**src/pvic_consts.svh**
```systemverilog
`ifndef PVIC_CONSTS_SVH
`define PVIC_CONSTS_SVH
`define PVIC_NUM_LEVELS 8
`define PVIC_VEC_L0 12'h040
`define PVIC_VEC_L1 12'h080
`define PVIC_VEC_L2 12'h0C0
`define PVIC_VEC_L3 12'h100
`define PVIC_VEC_L4 12'h140
`define PVIC_VEC_L5 12'h180
`define PVIC_VEC_L6 12'h1C0
`define PVIC_VEC_L7 12'h1E0
`define PVIC_RESET_VEC 12'h008
`define PVIC_RESET_OPCODE 8'hC1
`define PVIC_PEND_RST 8'h00
`define PVIC_ACT_RST 8'h00
`define PVIC_CLK_PER_MC 2
`define PVIC_LAT_MIN_MC 3
`define PVIC_LAT_MAX_MC 5
`define PVIC_IO_ADDRS 16
`endif

```
**src/pvic_pkg.sv**
```systemverilog
`default_nettype none
package pvic_pkg;
  typedef logic [7:0] pvic_lvl_t;
  typedef struct packed {
    logic [3:0] hi_nib;
    logic [3:0] lo_nib;
  } pvic_swi_t;
  typedef struct packed {
    logic timer1;
    logic serial_buf;
    logic port4_pin0;
    logic port4_pin3;
    logic timer2;
    logic volt_mon;
  } pvic_src_t;
  typedef struct packed {
    logic timer1_mask;
    logic serial_mask;
    logic timer2_mask;
    logic volt_mon_mask;
  } pvic_mask_t;
  typedef enum logic [1:0] {
    PVIC_ST_RESET = 2'b00,
    PVIC_ST_BOOT = 2'b01,
    PVIC_ST_RUN = 2'b10
  } pvic_state_t;
endpackage : pvic_pkg
`default_nettype wire

```
**src/pvic_edge_det.sv**
```systemverilog
`timescale 1ns/1ps
`default_nettype none
// any-edge detector for one port pin, enabled by two control bits
module pvic_edge_det (
  input wire logic clk, // system clock
  input wire logic srst, // sync reset
  input wire logic pin, // port pin level
  input wire logic [1:0] mode, // port control bits, 00 = off
  output logic edge_pulse // one-cycle edge pulse
);
  logic pin_r;

  always_ff @(posedge clk) begin
    if (srst) begin
      pin_r <= pin; // track the pin so release gives no false edge
    end else begin
      pin_r <= pin;
    end
  end

  always_ff @(posedge clk) begin
    if (srst) begin
      edge_pulse <= 1'b0;
    end else begin
      edge_pulse <= (mode != 2'h0) && (pin ^ pin_r);
    end
  end
endmodule : pvic_edge_det
`default_nettype wire

```
**src/pvic_prio_enc.sv**
```systemverilog
`timescale 1ns/1ps
`default_nettype none
`include "pvic_consts.svh"
// fixed priority: level 7 highest, level 0 lowest
module pvic_prio_enc
  import pvic_pkg::*;
(
  input wire pvic_lvl_t req, // request vector
  output logic any, // any bit set
  output logic [2:0] idx // highest set bit
);
  always_comb begin
    any = 1'b0;
    idx = 3'h0;
    for (int i = 0; i < `PVIC_NUM_LEVELS; i++) begin
      if (req[i]) begin
        any = 1'b1;
        idx = 3'(i);
      end
    end
  end
endmodule : pvic_prio_enc
`default_nettype wire

```
**src/pvic_ctrl.sv**
```systemverilog
`timescale 1ns/1ps
`default_nettype none
`include "pvic_consts.svh"
// Overview of operation
// - eight levels, fixed priority, seven highest
// - each level has its own vector
// - pending and active registers, eight bits
// - sample requests every non-I/O cycle
// - request only when no higher active
// - acknowledge: short call, push PC
// - return clears level pending and active
// - disabled: log requests, start none
// - request on set pending bit absorbed
// - latency three to five machine cycles; not enforced, call follows one clock after ack_take
// - machine cycle is two clocks
// - soft interrupt writes two nibbles pending
// - ten sources, six levels, maskable
// - port5 pin edges drive levels one, six
// - timers, serial, port4, voltage monitor mapping
// - master reset unmaskable, many triggers
// - reset clears enable, pending, active
// - reset: I/O bus reset, ports input
// - release: short call C1h to 008h
// - I/O instructions reach sixteen addresses
// - enable cleared by reset or disable
module pvic_ctrl
  import pvic_pkg::*;
#(
  parameter int CLK_PER_MC = `PVIC_CLK_PER_MC // clocks per machine cycle
) (
  input wire logic clk, // system clock, 40 MHz
  input wire logic srst, // master reset, sync, active high
  input wire logic por_active, // power-on reset phase
  input wire logic io_cycle, // current instruction is an I/O cycle
  input wire logic [3:0] io_addr, // primary I/O address
  input wire logic io_wr, // I/O write strobe
  input wire logic [3:0] io_wdata, // I/O write data
  input wire logic soft_irq_instr, // software interrupt executes
  input wire pvic_swi_t swi_data, // two stack_top nibbles
  input wire logic enable_irq_instr, // enable instruction
  input wire logic disable_irq_instr, // disable instruction
  input wire logic sleep_instr, // sleep instruction
  input wire logic return_from_service, // return instruction
  input wire logic ack_take, // CPU takes acknowledge cycle
  input wire logic [11:0] pc_in, // current program counter
  input wire logic port5_pin0, // port 5 pin 0
  input wire logic port5_pin1, // port 5 pin 1
  input wire logic port5_pin2, // port 5 pin 2
  input wire logic port5_pin3, // port 5 pin 3
  input wire logic [7:0] port5_ctrl, // two bits per port5 pin
  input wire pvic_src_t src, // peripheral event pulses
  input wire pvic_mask_t masks, // source masks, 1 = disabled
  output logic irq_req, // interrupt signal to CPU
  output logic irq_en, // global enable flag
  output pvic_lvl_t pend_r, // pending register
  output pvic_lvl_t act_r, // active register
  output logic call_valid, // short call issued, one cycle
  output logic [7:0] call_opcode, // short call opcode
  output logic [11:0] call_addr, // short call target
  output logic push_valid, // push PC onto return stack
  output logic [11:0] push_pc, // PC to push
  output logic pop_valid, // reload PC from return stack
  output logic io_bus_reset, // I/O bus in reset mode
  output logic ports_input, // force bidirectional ports input
  output logic [15:0] io_sel // one-hot I/O address decode
);
  // ************************************************************
  // machine cycle phase
  // ************************************************************
  logic [1:0] phase_r;
  logic mc_end;
  pvic_state_t state_r;
  logic [3:0] lat_cnt_r;

  assign mc_end = (phase_r == 2'(CLK_PER_MC - 1));

  always_ff @(posedge clk) begin
    if (srst || phase_r == 2'(CLK_PER_MC - 1)) begin
      phase_r <= 2'h0;
    end else begin
      phase_r <= phase_r + 2'h1;
    end
  end

  // ************************************************************
  // level vectors
  // ************************************************************
  function automatic logic [11:0] lvl_vec(input logic [2:0] l);
    case (l)
      3'h0: lvl_vec = `PVIC_VEC_L0;
      3'h1: lvl_vec = `PVIC_VEC_L1;
      3'h2: lvl_vec = `PVIC_VEC_L2;
      3'h3: lvl_vec = `PVIC_VEC_L3;
      3'h4: lvl_vec = `PVIC_VEC_L4;
      3'h5: lvl_vec = `PVIC_VEC_L5;
      3'h6: lvl_vec = `PVIC_VEC_L6;
      default: lvl_vec = `PVIC_VEC_L7;
    endcase
  endfunction : lvl_vec

  // short call opcode from vector bits 8..3
  function automatic logic [7:0] lvl_op(input logic [11:0] v);
    lvl_op = {2'b11, v[8:3]};
  endfunction : lvl_op

  // ************************************************************
  // hardware sources
  // ************************************************************
  logic [3:0] p5_edge;
  logic [3:0] p5_pins;
  assign p5_pins = {port5_pin3, port5_pin2, port5_pin1, port5_pin0};

  genvar g;
  generate
    for (g = 0; g < 4; g++) begin : g_p5
      pvic_edge_det u_edge (
        .clk(clk),
        .srst(srst),
        .pin(p5_pins[g]),
        .mode(port5_ctrl[2*g+1:2*g]),
        .edge_pulse(p5_edge[g])
      );
    end
  endgenerate

  pvic_lvl_t hw_req;
  always_comb begin
    hw_req = 8'h00;
    hw_req[1] = p5_edge[2] | p5_edge[3];
    hw_req[6] = p5_edge[0] | p5_edge[1];
    hw_req[2] = src.timer1 & ~masks.timer1_mask;
    hw_req[3] = (src.serial_buf | src.port4_pin0 | src.port4_pin3)
                & ~masks.serial_mask;
    hw_req[4] = src.timer2 & ~masks.timer2_mask;
    hw_req[7] = src.volt_mon & ~masks.volt_mon_mask;
  end

  // requests held until the next non-I/O sample point
  pvic_lvl_t req_hold_r;
  logic sample;
  assign sample = mc_end && !io_cycle;

  always_ff @(posedge clk) begin
    if (srst || sample) begin
      req_hold_r <= 8'h00;
    end else begin
      req_hold_r <= req_hold_r | hw_req;
    end
  end

  // ************************************************************
  // priority selection
  // ************************************************************
  logic act_any;
  logic [2:0] act_top;
  logic cand_any;
  logic [2:0] cand_top;
  pvic_lvl_t cand;

  pvic_prio_enc u_act (.req(act_r), .any(act_any), .idx(act_top));

  always_comb begin
    cand = pend_r & ~act_r;
    for (int i = 0; i < `PVIC_NUM_LEVELS; i++) begin
      if (act_any && 3'(i) <= act_top) begin
        cand[i] = 1'b0;
      end
    end
  end

  pvic_prio_enc u_cand (.req(cand), .any(cand_any), .idx(cand_top));

  assign irq_req = cand_any;

  // ************************************************************
  // pending and active registers
  // ************************************************************
  logic ack_fire;
  logic ret_any;
  logic [2:0] ret_lvl;
  pvic_lvl_t ret_mask;
  pvic_lvl_t swi_bits;

  assign ack_fire = ack_take && cand_any && irq_en && state_r == PVIC_ST_RUN;
  pvic_prio_enc u_ret (.req(act_r), .any(ret_any), .idx(ret_lvl));
  assign ret_mask = (return_from_service && ret_any) ? pvic_lvl_t'(8'h01 << ret_lvl) : 8'h00;
  assign swi_bits = soft_irq_instr ? pvic_lvl_t'(swi_data) : 8'h00;

  always_ff @(posedge clk) begin
    if (srst) begin
      pend_r <= `PVIC_PEND_RST;
    end else begin
      // set wins over clear; a set bit absorbs a repeat
      pend_r <= (pend_r & ~ret_mask) | (sample ? (req_hold_r | hw_req) : 8'h00)
                | swi_bits;
    end
  end

  always_ff @(posedge clk) begin
    if (srst) begin
      act_r <= `PVIC_ACT_RST;
    end else if (ack_fire) begin
      act_r <= (act_r & ~ret_mask) | pvic_lvl_t'(8'h01 << cand_top);
    end else begin
      act_r <= act_r & ~ret_mask;
    end
  end

  // ************************************************************
  // global enable flag
  // ************************************************************
  always_ff @(posedge clk) begin
    if (srst) begin
      irq_en <= 1'b0;
    end else if (disable_irq_instr) begin
      irq_en <= 1'b0;
    end else if (enable_irq_instr || sleep_instr) begin
      irq_en <= 1'b1;
    end
  end

  // ************************************************************
  // reset sequencing and CPU call outputs
  // ************************************************************
  always_ff @(posedge clk) begin
    if (srst) begin
      state_r <= PVIC_ST_RESET;
    end else begin
      case (state_r)
        PVIC_ST_RESET: state_r <= PVIC_ST_BOOT;
        PVIC_ST_BOOT: state_r <= PVIC_ST_RUN;
        default: state_r <= PVIC_ST_RUN;
      endcase
    end
  end

  always_ff @(posedge clk) begin
    if (srst) begin
      call_valid <= 1'b0;
      call_opcode <= 8'h00;
      call_addr <= 12'h000;
      push_valid <= 1'b0;
      push_pc <= 12'h000;
      pop_valid <= 1'b0;
    end else begin
      call_valid <= 1'b0;
      push_valid <= 1'b0;
      pop_valid <= return_from_service;
      if (state_r == PVIC_ST_BOOT) begin
        call_valid <= 1'b1;
        call_opcode <= `PVIC_RESET_OPCODE;
        call_addr <= `PVIC_RESET_VEC;
      end else if (ack_fire) begin
        call_valid <= 1'b1;
        call_addr <= lvl_vec(cand_top);
        call_opcode <= lvl_op(lvl_vec(cand_top));
        push_valid <= 1'b1;
        push_pc <= pc_in;
      end
    end
  end

  always_ff @(posedge clk) begin
    if (srst) begin
      io_bus_reset <= 1'b1;
      ports_input <= 1'b1;
    end else begin
      io_bus_reset <= por_active;
      ports_input <= por_active;
    end
  end

  always_ff @(posedge clk) begin
    if (srst) begin
      io_sel <= 16'h0000;
    end else begin
      io_sel <= (io_cycle && io_wr) ? 16'(16'h0001 << io_addr) : 16'h0000;
    end
  end

  // ************************************************************
  // checks
  // ************************************************************
  logic [7:0] lat_cnt_unused;
  assign lat_cnt_unused = {lat_cnt_r, io_wdata};
  always_ff @(posedge clk) begin
    if (srst || ack_fire || !irq_req) begin
      lat_cnt_r <= 4'h0;
    end else if (lat_cnt_r != 4'hF) begin
      lat_cnt_r <= lat_cnt_r + 4'h1;
    end
  end

  AST_RESET_CLEARS: assert property (@(posedge clk)
    srst |=> (pend_r == 8'h00 && act_r == 8'h00 && !irq_en))
    else $error("reset did not clear interrupt state");
  AST_NO_START_DISABLED: assert property (@(posedge clk) disable iff (srst)
    !irq_en |=> !push_valid)
    else $error("service started while disabled");
  AST_REQ_ABOVE_ACTIVE: assert property (@(posedge clk) disable iff (srst)
    irq_req |-> (pend_r & ~act_r) != 8'h00 && (act_r == 8'h00 || cand_top > act_top))
    else $error("request not above active level");
  AST_ACK_VECTOR: assert property (@(posedge clk) disable iff (srst)
    ack_fire |=> push_valid && call_addr == lvl_vec($past(cand_top)) && act_r[$past(cand_top)])
    else $error("acknowledge vector or active bit wrong");
  AST_RETURN_CLEARS: assert property (@(posedge clk) disable iff (srst)
    (return_from_service && ret_any && !ack_fire && !soft_irq_instr && !sample)
      |=> !act_r[$past(ret_lvl)] && !pend_r[$past(ret_lvl)] && pop_valid)
    else $error("return did not clear level");
  AST_BOOT_CALL: assert property (@(posedge clk) disable iff (srst)
    $past(srst) ##1 1'b1 |=> call_valid && call_addr == `PVIC_RESET_VEC
      && call_opcode == `PVIC_RESET_OPCODE)
    else $error("reset call missing");
  AST_SWI_LOGS: assert property (@(posedge clk) disable iff (srst)
    soft_irq_instr |=> (pend_r & $past(swi_data)) == $past(swi_data))
    else $error("software interrupt not logged");
  AST_PEND_STICKY: assert property (@(posedge clk) disable iff (srst)
    (pend_r[0] && !return_from_service) |=> pend_r[0])
    else $error("pending bit lost");
  AST_DI_CLEARS: assert property (@(posedge clk) disable iff (srst)
    disable_irq_instr |=> !irq_en)
    else $error("disable did not clear enable");
  AST_MC_TWO: assert property (@(posedge clk) disable iff (srst)
    mc_end |=> !mc_end ##1 mc_end)
    else $error("machine cycle not two clocks");
endmodule : pvic_ctrl
`default_nettype wire

```
**config.mk**
```make
export PLATFORM = sky130hd
export DESIGN_NAME = pvic_ctrl
export DESIGN_NICKNAME = d
export VERILOG_FILES = /design/src/pvic_pkg.sv /design/src/pvic_edge_det.sv /design/src/pvic_prio_enc.sv /design/src/pvic_ctrl.sv
export VERILOG_INCLUDE_DIRS = /design/src
export SDC_FILE = /design/constraint.sdc
export NUM_CORES = 1
export LEC_CHECK = 0
export BUFFER_PORTS_ARGS = -buffer_cell sky130_fd_sc_hd__buf_4
export CAP_MARGIN = 20
export CORE_ASPECT_RATIO = 1.1
export CORE_UTILIZATION = 50
export CTS_BUF_LIST = sky130_fd_sc_hd__clkbuf_8 sky130_fd_sc_hd__clkbuf_16
export DETAILED_ROUTE_END_ITERATION = 6
export HOLD_SLACK_MARGIN = 0.12
export PLACE_DENSITY = 0.85
export SLEW_MARGIN = 20
export SYNTH_ARGS = -nofsm -noshare
export SYNTH_HDL_FRONTEND = slang
export SYNTH_SLANG_ARGS = --single-unit
export TNS_END_PERCENT = 100
```
**constraint.sdc**
```tcl
create_clock -name clk -period 5 [get_ports clk]
set_clock_uncertainty 0.2 [all_clocks]
set_input_delay 0.5 -clock clk [delete_from_list [all_inputs] [get_ports clk]]
set_output_delay 0.5 -clock clk [all_outputs]
set_load 0.005 [all_outputs]
```
# After elaboration in Yosys (flattened, before gate mapping)
# Cells that the tools add are included.
[word_totals] regBits=86 inputBits=61 out_inout_bits=71 word_cells=155
[classes] addsub=1 magnitude_cmp=8 n_eq_ne=9 n_shift=3 mux=50 n_bitwise=27 reduce_logical=33
[ops] cell="$pmux 9 s7" count=1
[ops] cell="$mux 8" count=6
[ops] cell="$or 8x8->8" count=4
[ops] cell="$mux 1" count=28
[ops] cell="$and 8x8->8" count=3
[ops] cell="$mux 3" count=8
[ops] cell="$logic_and 1x1->1" count=18
[ops] cell="$not 8->8" count=2
[ops] cell="$shl 1x3->8 const A" count=2
[ops] cell="$shl 1x4->16 const A" count=1
[ops] cell="$le 3x3->1 const A" count=4
[ops] cell="$mux 2" count=5
[ops] cell="$reduce_bool 2->1" count=5
[ops] cell="$eq 3x3->1 const B" count=3
[ops] cell="$mux 4" count=2
[ops] cell="$eq 3x2->1 const B" count=2
[ops] cell="$le 1x3->1 const A" count=2
[ops] cell="$le 2x3->1 const A" count=2
[ops] cell="$not 1->1" count=6
[ops] cell="$reduce_or 2->1" count=3
[ops] cell="$and 1x1->1" count=4
[ops] cell="$eq 2x1->1 const B" count=2
[ops] cell="$or 1x1->1" count=4
[ops] cell="$xor 1x1->1" count=4
[ops] cell="8 further kinds" count=10

# Logic depth before layout (Yosys ltp)
# Gate-level depths: netlist of run 1.
[depth] depth_word=23 depth_mapped=9 mapped_depth_nobuf=6

# Hierarchy
# From an unflattened synthesis of run 1, not the netlist that was laid out.
[hier_totals] cells_unflattened=342 hier_area_um2=2991.6
[modules_own_cells] mod="pvic_ctrl" n_inst=1 cells_per_inst=286 area_per_inst_um2=2568.7 seq_area_each_um2=1301.2
[modules_own_cells] mod="pvic_edge_det" n_inst=4 cells_per_inst=5 area_per_inst_um2=62.6 seq_area_each_um2=40.0
[modules_own_cells] mod="pvic_prio_enc" n_inst=3 cells_per_inst=12 area_per_inst_um2=57.6 seq_area_each_um2=0.0

# Worst setup path after synthesis of run 1
# No wires, ideal clock.
[synth_timing] kind="register to register" from="register act_r[6]" to="register call_addr[7]" setup_time_ns=0.121 arrival_time_ns=2.025 required_ns=4.679 path_slack_ns=2.653 stages_incl_launch_ff=8 n_path_buf=2 period_less_slack_ns=2.347 path_cell_list="dfxtp_1 > buf_6 > or4_1 > buf_2 > o41a_4 > o32ai_4 > nand2_1 > nor3b_1"
[synth_between] elab_chain_len=16 word_cells_on_any_way=56 classes_between="order compare (8); eq/ne (6); mux (28); bitwise (2); reduce/logical (12)"
[synth_lines] element="from (decl)" line_no="pvic_ctrl.sv:56" rtl="output pvic_lvl_t act_r,"
[synth_lines] element="from (signal assigned)" line_no="pvic_ctrl.sv:201" rtl="act_r <= `PVIC_ACT_RST;"
[synth_lines] element="from (signal assigned)" line_no="pvic_ctrl.sv:203" rtl="act_r <= (act_r & ~ret_mask) | pvic_lvl_t'(8'h01 << cand_top);"
[synth_lines] element="from (signal assigned)" line_no="pvic_ctrl.sv:205" rtl="act_r <= act_r & ~ret_mask;"
[synth_lines] element="parallel branches: the longest is 16 deep, another holds $le 1x3->1"
[synth_lines] element="to (signal assigned)" line_no="pvic_ctrl.sv:252" rtl="call_addr <= `PVIC_RESET_VEC;"
[synth_lines] element="to (signal assigned)" line_no="pvic_ctrl.sv:255" rtl="call_addr <= lvl_vec(cand_top);"
[synth_lines] element="to (decl)" line_no="pvic_ctrl.sv:59" rtl="output logic [11:0] call_addr,"
# Parallel ways; which one is timed is not known.
# A chain may end at the register's enable or synchronous reset.

# Final worst setup path of run 1
[layout_timing] from="register act_r[7]" to="output port irq_req"
[layout_between] elab_chain_len=12 word_cells_on_any_way=36 classes_between="order compare (8); mux (18); bitwise (2); reduce/logical (8)"
[layout_lines] element="$mux 3" line_no="pvic_prio_enc.sv:16" rtl="if (req[i]) begin"
[layout_lines] element="$le 1x3->1" line_no="pvic_ctrl.sv:165" rtl="if (act_any && 3'(i) <= act_top) begin"
[layout_lines] element="$logic_and 1x1->1" line_no="pvic_ctrl.sv:165"
[layout_lines] element="$mux 1" line_no="pvic_ctrl.sv:165"
[layout_lines] element="$mux 1 (7 in a row)" line_no="pvic_prio_enc.sv:16"
[layout_lines] element="$mux 1 *" line_no="pvic_prio_enc.sv:16"
[layout_lines] element="to (decl)" line_no="pvic_ctrl.sv:53" rtl="output logic irq_req,"
# Every way passes the cells marked *; elsewhere a longest branch is shown, timed or not.

==> flow_metrics.py, run 1 <==
metrics = {
    "synth": {
        "yosysSeqAreaShare": 0.5107,
        "netlist.area_leader.share": 0.5107,
        "syn_area_mm2": 0.002861,
        "async_flop_share": 0,
        "syn_inst": 308,
        "synth_ff_type": "dfxtp_1",
        "synth_edf_count": 0,
        "ys_types": 48,
        "synth_area_leader_cell": "dfxtp_1",
        "yosys_register_bits": 73,
        "synth.area.top_cells": "dfxtp_1, nor2_1, mux2i_1, buf_4, nor3_1",
        "avgSynthCellArea_um2": 9.291,
        "yosysWarnings": 0,
    },
    "job": {
        "maxCapViolations": 0,
    },
    "setup_path": {
        "worstPathCellList": "or4_1 -> o21bai_1 -> nand3_1 -> or2_2 -> buf_4",
        "timing.rr.end": "call_addr[6]$_SDFFE_PP0P_",
        "r2r_start": "act_r[7]$_SDFF_PP0_",
        "worst_path_largest_cell_delay_ps": 610,
        "critPathLaunchType": "register",
        "r2r_cells": 6,
        "crit_path_start": "act_r[7]$_SDFF_PP0_",
        "path_buf_inv": 1,
        "crit_end": "irq_req",
        "end_kind": "output pin",
        "criticalPathCategory": "reg2out",
        "reg2reg_slack_ps": 2480,
        "crit_family": "simple AND/OR/NAND/NOR gates",
        "critPathSlowestCell": "dfxtp_1",
        "crit_required_ps": 4300,
        "cp.arrival_ps": 2020,
        "path_max_fanout": 13,
        "cp.depth": 5,
    },
    "final_layout": {
        "layout-drive-gt1-share": 0.3349,
        "antenna-diode-count": 0,
        "syn_to_final_growth_pct": 38.70,
        "utilization": 0.7309,
        "layout.nets": 487,
        "final_area_mm2": 0.003969,
    },
    "placed_design": {
        "portBuffers": 119,
        "place_area_mm2": 0.003709,
        "post-dp-hpwl_mm": 4.945,
        "gp_congestion": 0.8975,
    },
    "power_and_ir_drop": {
        "leakage_nw": 1.851,
        "p_seq_frac": 0.493,
        "combPwrFrac": 0.128,
        "switching_share": 0.2330,
        "power_density_mw_per_mm2": 318.9,
        "pwr-share-clk": 0.380,
        "total_power_mw": 1.266,
        "internal-power_mw": 0.9708,
        "switchingPower_mw": 0.2948,
        "max-vdd-ir-drop_mv": 0.2297,
    },
    "clock_network": {
        "cts.sinks": 73,
        "cts_resized": 0,
        "htree_levels": 3,
        "path_clk_slew_ps": 70,
        "clockBufferDepth": 2,
        "cts_buffers": 9,
        "cts_tree": "done",
        "cts_hold_buf": 5,
        "worstSkewPairLatency_ps": 350,
        "cts_root_buf": "clkbuf_8",
        "cts_setup_buffers": 0,
    },
    "hold_path": {
        "hold_start": "por_active",
        "hold_path.class": "in2reg",
    },
    "sta": {
        "fin_crit_sh": 0.5449,
        "slew_viol_final": 0,
        "post-route-min-period_ps": 2725,
        "finalHoldViolations": 0,
        "max_freq_mhz": 367.0,
        "tns_ps": 0,
        "worstMarginPinSlew_ps": 685.4,
        "setup_violations": 0,
        "rsz0062_at_grt": "false",
        "relSlewSlack": 0.5371,
    },
    "floorplanning": {
        "core_mm2": 0.005430,
        "top_level_ports": 132,
        "initial_core_util": 0.5270,
        "fp.dieArea_mm2": 0.006030,
        "die_width_um": 74.13,
        "die_y_um": 81.34,
        "rows": 28,
    },
    "global_route": {
        "grt_overflow": 0,
        "antenna_found_initial": 0,
        "grt_pass1_wl_mm": 10.52,
        "grt_max_degree": 44,
        "grtUsageTotal": 0.2361,
        "grt_pass1_vias": 2463,
    },
    "route": {
        "avgViaCountPerCell": 5.053,
        "wl_per_cell_um": 13.28,
        "finalWirelength_mm": 6.708,
        "firstDrtPassIters": 4,
        "antenna_left": 0,
        "vias": 2552,
        "drc_errors": 0,
        "drt_iter0_drc": 129,
    },
    "run_status": {
        "outcome": "finished clean",
    },
}
layout by cell type, fill, tap and decap left out, drive strengths merged, types with 2 or more instances in the layout:
cell type	count
o41ai	2
a222oi	2
mux2i	14
nor2b	9
o21ba	2
buf	119
a32oi	2
bufinv	2
nand2b	10
a22oi	3
nor3	21
nand2	18
or3	3
clkbuf	9
dlygate4sd3	5
a21oi	11
nor2	52
a21o	2
a31oi	5
xnor2	4
nand3	6
or2	3
dfxtp	73
o21ai	11
clkinv	3
inv	12
conb	8
o41a	2
worst min-delay path by stage:
| stage | to | slack (ps) | cells past startpoint |
|---|---|---|---|
| after floorplan | phase_r[0]$_SDFF_PP0_ | 200 | 1 |
| after global placement | phase_r[0]$_SDFF_PP0_ | 210 | 1 |
| after detailed placement | phase_r[0]$_SDFF_PP0_ | 220 | 1 |
| after CTS | ports_input$_SDFF_PP1_ | 120 | 2 |
| after global routing | ports_input$_SDFF_PP1_ | 130 | 2 |
| final | ports_input$_SDFF_PP1_ | 140 | 2 |
final cells by class:
type                       count  area (µm²)
sequential                    73        1461
fill                         401        1461
multi-input combinational    206        1219
timing repair buffer         124       943.4
clock buffer                   9       123.9
tap                           75       93.84
clock inverter                 7       86.33
inverter                      11       41.29
metal layers:
metal,wire [µm],up-vias,GRT usage
li1,-,1263,-
met1,2623,1158,0.2533
met2,3395,117,0.4136
met3,549,14,0.07320
met4,139,0,0.1192
met5,0,-,0
sequential cells by signal, indices dropped and copies added, names as in the netlist, 4 cells and up:
signal,cells
call_addr,4
act_r,8
g_p5.u_edge.edge_pulse,4
pend_r,8
req_hold_r,6
io_sel,16
g_p5.u_edge.pin_r,4
push_pc,12
logic make-up after synthesis:
kind of cell             share of synthesized area
adder cells (fa/ha/maj)                   0.004372
multiplexers                               0.04897
buffers and inverters                      0.07258
flip-flops                                  0.5107
AO/OA/AOI/OAI                               0.1286
AND/OR/NAND/NOR                             0.2213
other                                     0.001311
XOR/XNOR                                   0.01224
metrics by stage:
stage	setup WS [ps]	hold slack, ps	instances
after CTS	2264	122.2	505
after global placement	2560	206.6	484
after global routing	2131	128.0	505
after detailed placement	2511	219.3	484
final	2275	138.7	505
after floorplan	2653	197.7	315
power groups by stage:
| stage | clock [mW] | sequential, mW | combinational, mW |
|---|---|---|---|
| global route | 0.513 | 0.626 | 0.179 |
| CTS | 0.488 | 0.623 | 0.162 |
| floorplan | 0 | 0.633 | 0.0897 |
| finish | 0.480 | 0.623 | 0.162 |
| detailed placement | 0 | 0.636 | 0.158 |
| global placement | 0 | 0.635 | 0.154 |
Yosys cell counts, types with 4 or more instances:
cell type / number
buf_4: 15
nand3_1: 6
a21oi_1: 11
o21ai_0: 8
a31oi_1: 4
nor3_1: 20
clkbuf_1: 7
dfxtp_1: 73
xnor2_1: 4
nor2b_1: 9
nand2b_1: 10
mux2i_1: 14
nand2_1: 18
inv_1: 11
nor2_1: 51
No activity file was read; power rests on OpenSTA's default activity.
==> run 2: changes to the inputs <==
Settings changed: CORE_UTILIZATION 50 to 46, PLACE_DENSITY 0.85 to 0.79.
Clock period 5 ns to 2.51 ns, I/O delays scaled along.
==> run 2 against run 1 <==
  * Sequential cell count did not move
  * First-iteration DRC count increased by 93%
  * Sequential power up 99%
  * Via count rose by 14%
  * Total power is 100% higher
  * Clock power is 89% higher
  * Hold slack gained 6.1 ps
  * Largest cell class is now buffers
  * Routed wire length is 28% higher
  * Design area grew 16%
  * Die area grew 8.5%
  * Worst setup slack got worse by 2200 ps
  * Sequential share of layout area is 5.0 points lower
==> flow_metrics.py, run 2 (synthesized netlist as in run 1, its figures left out) <==
metrics = {
    "job": {
        "maxCapViolations": 0,
    },
    "sta": {
        "post-route-min-period_ps": 2397,
        "max_freq_mhz": 417.1,
        "rsz0062_at_grt": "false",
        "relSlewSlack": 0.5548,
        "worstMarginPinSlew_ps": 659.2,
        "slew_viol_final": 0,
        "setup_violations": 0,
        "hold_ws_ps": 144.8,
        "tns_ps": 0,
        "fin_crit_sh": 0.9551,
        "finalHoldViolations": 0,
    },
    "final_layout": {
        "seq_area_mm2": 0.001461,
        "syn_to_final_growth_pct": 60.43,
        "fillers": 404,
        "reg_top3": "io_sel: 16 flops, push_pc: 12 flops",
        "largest_reg_flops": 16,
        "final_common_cell": "buf_4",
        "fin_cells": 571,
        "multi_input_area_mm2": 0.001219,
        "layout-drive-gt1-share": 0.3057,
        "mostFrequentLayoutCells": "buf_4, dfxtp_1, dlygate4sd3_1, nor2_1, nor3_1",
        "layout.nets": 551,
        "antenna-diode-count": 0,
        "regMostFlops": "io_sel",
    },
    "floorplanning": {
        "fp.dieArea_mm2": 0.006540,
        "initial_core_util": 0.4868,
        "rows": 29,
        "top_level_ports": 132,
        "die_width_um": 77.20,
        "die_y_um": 84.72,
        "core_mm2": 0.005878,
    },
    "global_route": {
        "grt_pass1_wl_mm": 13.70,
        "antenna_found_initial": 0,
        "grt_pass1_vias": 2999,
        "grt_overflow": 0,
        "grtUsageTotal": 0.2728,
        "grt_max_degree": 44,
    },
    "setup_path": {
        "crit_family": "buffers and inverters",
        "cpMostUsedCell": "nor2_1",
        "criticalPathCategory": "reg2reg",
        "r2r_cells": 7,
        "path_buf_inv": 1,
        "cp.depth": 7,
        "end_kind": "register",
        "crit_required_ps": 2540,
        "critPathSlowestCell": "dlygate4sd3_1",
        "cp.arrival_ps": 2430,
        "worst_path_largest_cell_delay_ps": 610,
        "critPathLaunchType": "register",
        "path_max_fanout": 7,
        "worstPathCellList": "nand2b_1 -> a21oi_1 -> nor2_1 -> nor2_1 -> o41ai_1 -> a31oi_1 -> dlygate4sd3_1",
    },
    "run_status": {
        "outcome": "finished clean",
    },
    "clock_network": {
        "cts.sinks": 73,
        "cts_buffers": 9,
        "clockBufferDepth": 2,
        "htree_levels": 3,
        "worstSkewPairLatency_ps": 350,
        "cts_root_buf": "clkbuf_8",
        "path_clk_slew_ps": 80,
        "cts_tree": "done",
        "cts_resized": 0,
    },
    "route": {
        "finalWirelength_mm": 8.610,
        "antenna_left": 0,
        "firstDrtPassIters": 6,
        "drt_iter0_drc": 249,
        "vias": 2917,
        "drc_errors": 0,
        "wl_per_cell_um": 15.08,
        "avgViaCountPerCell": 5.109,
    },
    "power_and_ir_drop": {
        "max-vdd-ir-drop_mv": 0.5945,
        "leakage_nw": 2.136,
        "power_density_mw_per_mm2": 557.8,
    },
    "hold_path": {
        "worstHoldPathCells": 2,
        "hold_path.class": "in2reg",
    },
    "placed_design": {
        "portBuffers": 119,
        "place_inst": 491,
        "gp_congestion": 0.9303,
        "post-dp-hpwl_mm": 5.250,
    },
}
run 2: cell types whose count changed in the layout (fill, tap and decap cells not counted), sizes merged:
| cell | change |
|---|---|
| inv | +1 |
| clkinvlp | -1 |
| buf | +7 |
| dlygate4sd3 | +57 |
| bufinv | -1 |
| clkinv | +1 |
run 2: path summary, 6_finish.rpt:
check / startpoint / end / slack, ps
worst max register to register: act_r[2]$_SDFF_PP0_ / pend_r[2]$_SDFF_PP0_ / 110
worst max-delay path: act_r[2]$_SDFF_PP0_ / pend_r[2]$_SDFF_PP0_ / 110
worst min-delay path: srst / pend_r[5]$_SDFF_PP0_ / 140
worst min register to register: phase_r[0]$_SDFF_PP0_ / phase_r[0]$_SDFF_PP0_ / 230
run 2: cell type report:
class	instances	area share
repair buffers	188	0.3440
inverters	11	0.008994
clock buffers	9	0.02698
flip-flops and latches	73	0.3183
clock inverters	7	0.01526
well taps	77	0.02099
multi-input cells	206	0.2655
run 2: layer usage:
metal	vias up	wire, µm	global-route usage
met3	37	634	0.07283
li1	1387	-	-
met4	0	371	0.1921
met1	1337	3105	0.2725
met5	-	0	0
met2	156	4498	0.4875
run 2: report_power, final:
group	internal [mW]	switching (mW)
registers	1.21	0.0360
logic	0.241	0.171
clock network	0.459	0.447
total	1.91	0.654
run 2: timing repair:
item                                   CTS  global route
setup endpoints to repair                0            14
hold buffers                            62             0
endpoints found under the hold margin   54             0
buffers inserted                         0             2
run 2: metrics by stage:
step	setup WS (ps)	power, mW	area (µm²)	utilization
6_report	112.7	2.561	4591	0.7810
5_1_grt	57.51	2.671	4591	0.7810
3_5_place_dp	140.6	1.585	3749	0.6377
2_1_floorplan	163.4	1.440	2888	-
4_1_cts	134.0	2.558	4563	0.7763
3_3_place_gp	170.9	1.573	3749	0.6377
==> run 3: changes to the inputs <==
Settings changed: CORE_MARGIN set to 1.5.
==> run 3 against run 2 <==
  * Die area increased by 2.5%
  * Utilization increased by 0.47 points
  * Sequential power about the same
  * Largest cell class unchanged
  * Total power increased by 6.3%
  * Final cell count decreased by 0.35%
  * Fmax decreased by 0.86%
  * Critical path type unchanged
  * Global-route usage decreased by 1.6 points
  * First-iteration DRC count decreased by 29%
==> flow_metrics.py, run 3 (synthesized netlist as in run 1, its figures left out) <==
metrics = {
    "global_route": {
        "grt_use_met1": 0.2762,
        "grtUsageTotal": 0.2569,
        "busiest_layer": "met2",
        "grt_overflow": 0,
        "grt_pass1_wl_mm": 13.19,
        "grtUsageMet2": 0.4514,
        "antenna_found_initial": 0,
        "grt_max_degree": 44,
        "grt_pass1_vias": 2840,
        "grt_use_met3": 0.06702,
    },
    "setup_path": {
        "critPathLaunchType": "register",
        "crit_required_ps": 2600,
        "r2r_cells": 5,
        "r2r_start": "phase_r[0]$_SDFF_PP0_",
        "end_kind": "register",
        "cp.arrival_ps": 2510,
        "timing.rr.end": "pend_r[3]$_SDFF_PP0_",
        "path_max_fanout": 7,
        "reg2reg_slack_ps": 90,
        "criticalPathCategory": "reg2reg",
    },
    "placed_design": {
        "post-dp-hpwl_mm": 5.305,
        "portBuffers": 119,
        "gp_congestion": 0.8677,
    },
    "sta": {
        "fin_crit_sh": 0.9634,
        "post-route-min-period_ps": 2418,
        "tns_ps": 0,
        "finalHoldViolations": 0,
        "max_freq_mhz": 413.6,
        "relSlewSlack": 0.5689,
        "slew_viol_final": 0,
        "worstMarginPinSlew_ps": 638.3,
        "setup_violations": 0,
        "rsz0062_at_grt": "false",
    },
    "route": {
        "antenna_left": 0,
        "firstDrtPassIters": 4,
        "drc_errors": 0,
        "finalWirelength_mm": 8.462,
        "drt_iter0_drc": 177,
        "wl_per_cell_um": 14.87,
        "avgViaCountPerCell": 5.127,
        "vias": 2917,
    },
    "clock_network": {
        "path_clk_slew_ps": 80,
        "worstSkewPairLatency_ps": 350,
        "htree_levels": 3,
        "clockBufferDepth": 2,
        "cts_tree": "done",
        "cts_buffers": 9,
        "cts.sinks": 73,
        "cts_root_buf": "clkbuf_8",
    },
    "floorplanning": {
        "core_mm2": 0.005878,
        "initial_core_util": 0.4868,
        "die_width_um": 78.20,
        "top_level_ports": 132,
        "fp.dieArea_mm2": 0.006703,
        "die_y_um": 85.72,
        "rows": 29,
    },
    "final_layout": {
        "regMostFlops": "io_sel",
        "antenna-diode-count": 0,
        "reg_top3": "io_sel: 16 flops, push_pc: 12 flops",
        "largest_reg_flops": 16,
        "final_common_cell": "buf_4",
        "mostFrequentLayoutCells": "buf_4, dfxtp_1, dlygate4sd3_1, nor2_1, nor3_1",
        "layout.nets": 549,
        "syn_to_final_growth_pct": 61.39,
        "layout-drive-gt1-share": 0.3089,
    },
    "power_and_ir_drop": {
        "total_power_mw": 2.723,
        "power_density_mw_per_mm2": 589.6,
        "leakage_nw": 2.138,
        "max-vdd-ir-drop_mv": 0.5124,
    },
    "hold_path": {
        "worstHoldPathCells": 2,
        "hold_start": "srst",
        "hold_end": "push_pc[6]$_SDFFE_PP0P_",
        "hold_path.class": "in2reg",
    },
    "job": {
        "maxCapViolations": 0,
    },
    "run_status": {
        "outcome": "finished clean",
    },
}
==> run 3: cell count changes in the layout (fill, tap and decap cells not counted) <==
cell | before | now
clkbuf_8 | 9 | 11
clkinv_2 | 2 | 0
buf_4 | 125 | 124
bufinv_16 | 1 | 2
clkinv_4 | 2 | 1
clkinvlp_4 | 0 | 1
dlygate4sd3_1 | 62 | 61
inv_1 | 12 | 11
nor2_1 | 51 | 50
nor2_2 | 0 | 1
==> run 3: cell type report <==
class | count | area, µm²
Clock buffer | 11 | 151.4
Tap cell | 77 | 96.34
Sequential cell | 73 | 1461
Inverter | 11 | 41.29
Clock inverter | 5 | 85.08
Multi-Input combinational cell | 206 | 1221
Timing Repair Buffer | 186 | 1562
Fill cell | 392 | 1260
==> run 3: how the worst max path moves through the flow <==
stage / from / end / cells past startpoint
after detailed placement: act_r[2]$_SDFF_PP0_ / push_pc[8]$_SDFFE_PP0P_ / 7
after CTS: act_r[2]$_SDFF_PP0_ / push_pc[8]$_SDFFE_PP0P_ / 7
final: phase_r[0]$_SDFF_PP0_ / pend_r[3]$_SDFF_PP0_ / 5
after floorplan: act_r[6]$_SDFF_PP0_ / call_addr[7]$_SDFFE_PP0P_ / 7
after global placement: act_r[4]$_SDFF_PP0_ / call_addr[7]$_SDFFE_PP0P_ / 5
after global routing: phase_r[1]$_SDFF_PP0_ / pend_r[3]$_SDFF_PP0_ / 6
==> run 3: metal layers <==
| metal | wire, µm | vias up |
|---|---|---|
| met4 | 323 | 0 |
| li1 | - | 1393 |
| met1 | 3239 | 1358 |
| met2 | 4341 | 138 |
| met3 | 558 | 28 |
| met5 | 0 | - |
==> run 3: where the power goes <==
group / internal, mW / switching [mW]
clock: 0.619 / 0.454
sequential: 1.21 / 0.0335
combinational: 0.238 / 0.171
total: 2.06 / 0.658
==> run 3: per-stage QoR <==
step / instance area (µm²) / std cells / utilization / hold slack [ps] / setup WS (ps)
after CTS: 4596 / 568 / 0.7818 / 126.2 / 123.0
final: 4618 / 569 / 0.7857 / 136.9 / 91.91
after detailed placement: 3749 / 491 / 0.6377 / 174.3 / 128.4
after global routing: 4618 / 569 / 0.7857 / 138.9 / 25.12
after global placement: 3749 / 491 / 0.6377 / 170.8 / 180.0
after floorplan: 2888 / 315 / - / 78.72 / 163.4
==> run 3: what timing repair did <==
| item | 4_1_cts | 5_1_grt |
|---|---|---|
| hold buffers | 61 | 0 |
| resized for setup | 0 | 1 |
| hold endpoints to repair | 53 | 0 |
| setup endpoints to repair | 0 | 12 |
| buffers inserted | 0 | 1 |
==> run 3: worst max-delay path, cell delays in order (launching register included) <==
cell and delay [ps]:
dfxtp_1 340, ha_1 180, nor2b_1 470, o21ai_0 260, a31oi_1 300, dlygate4sd3_1 610
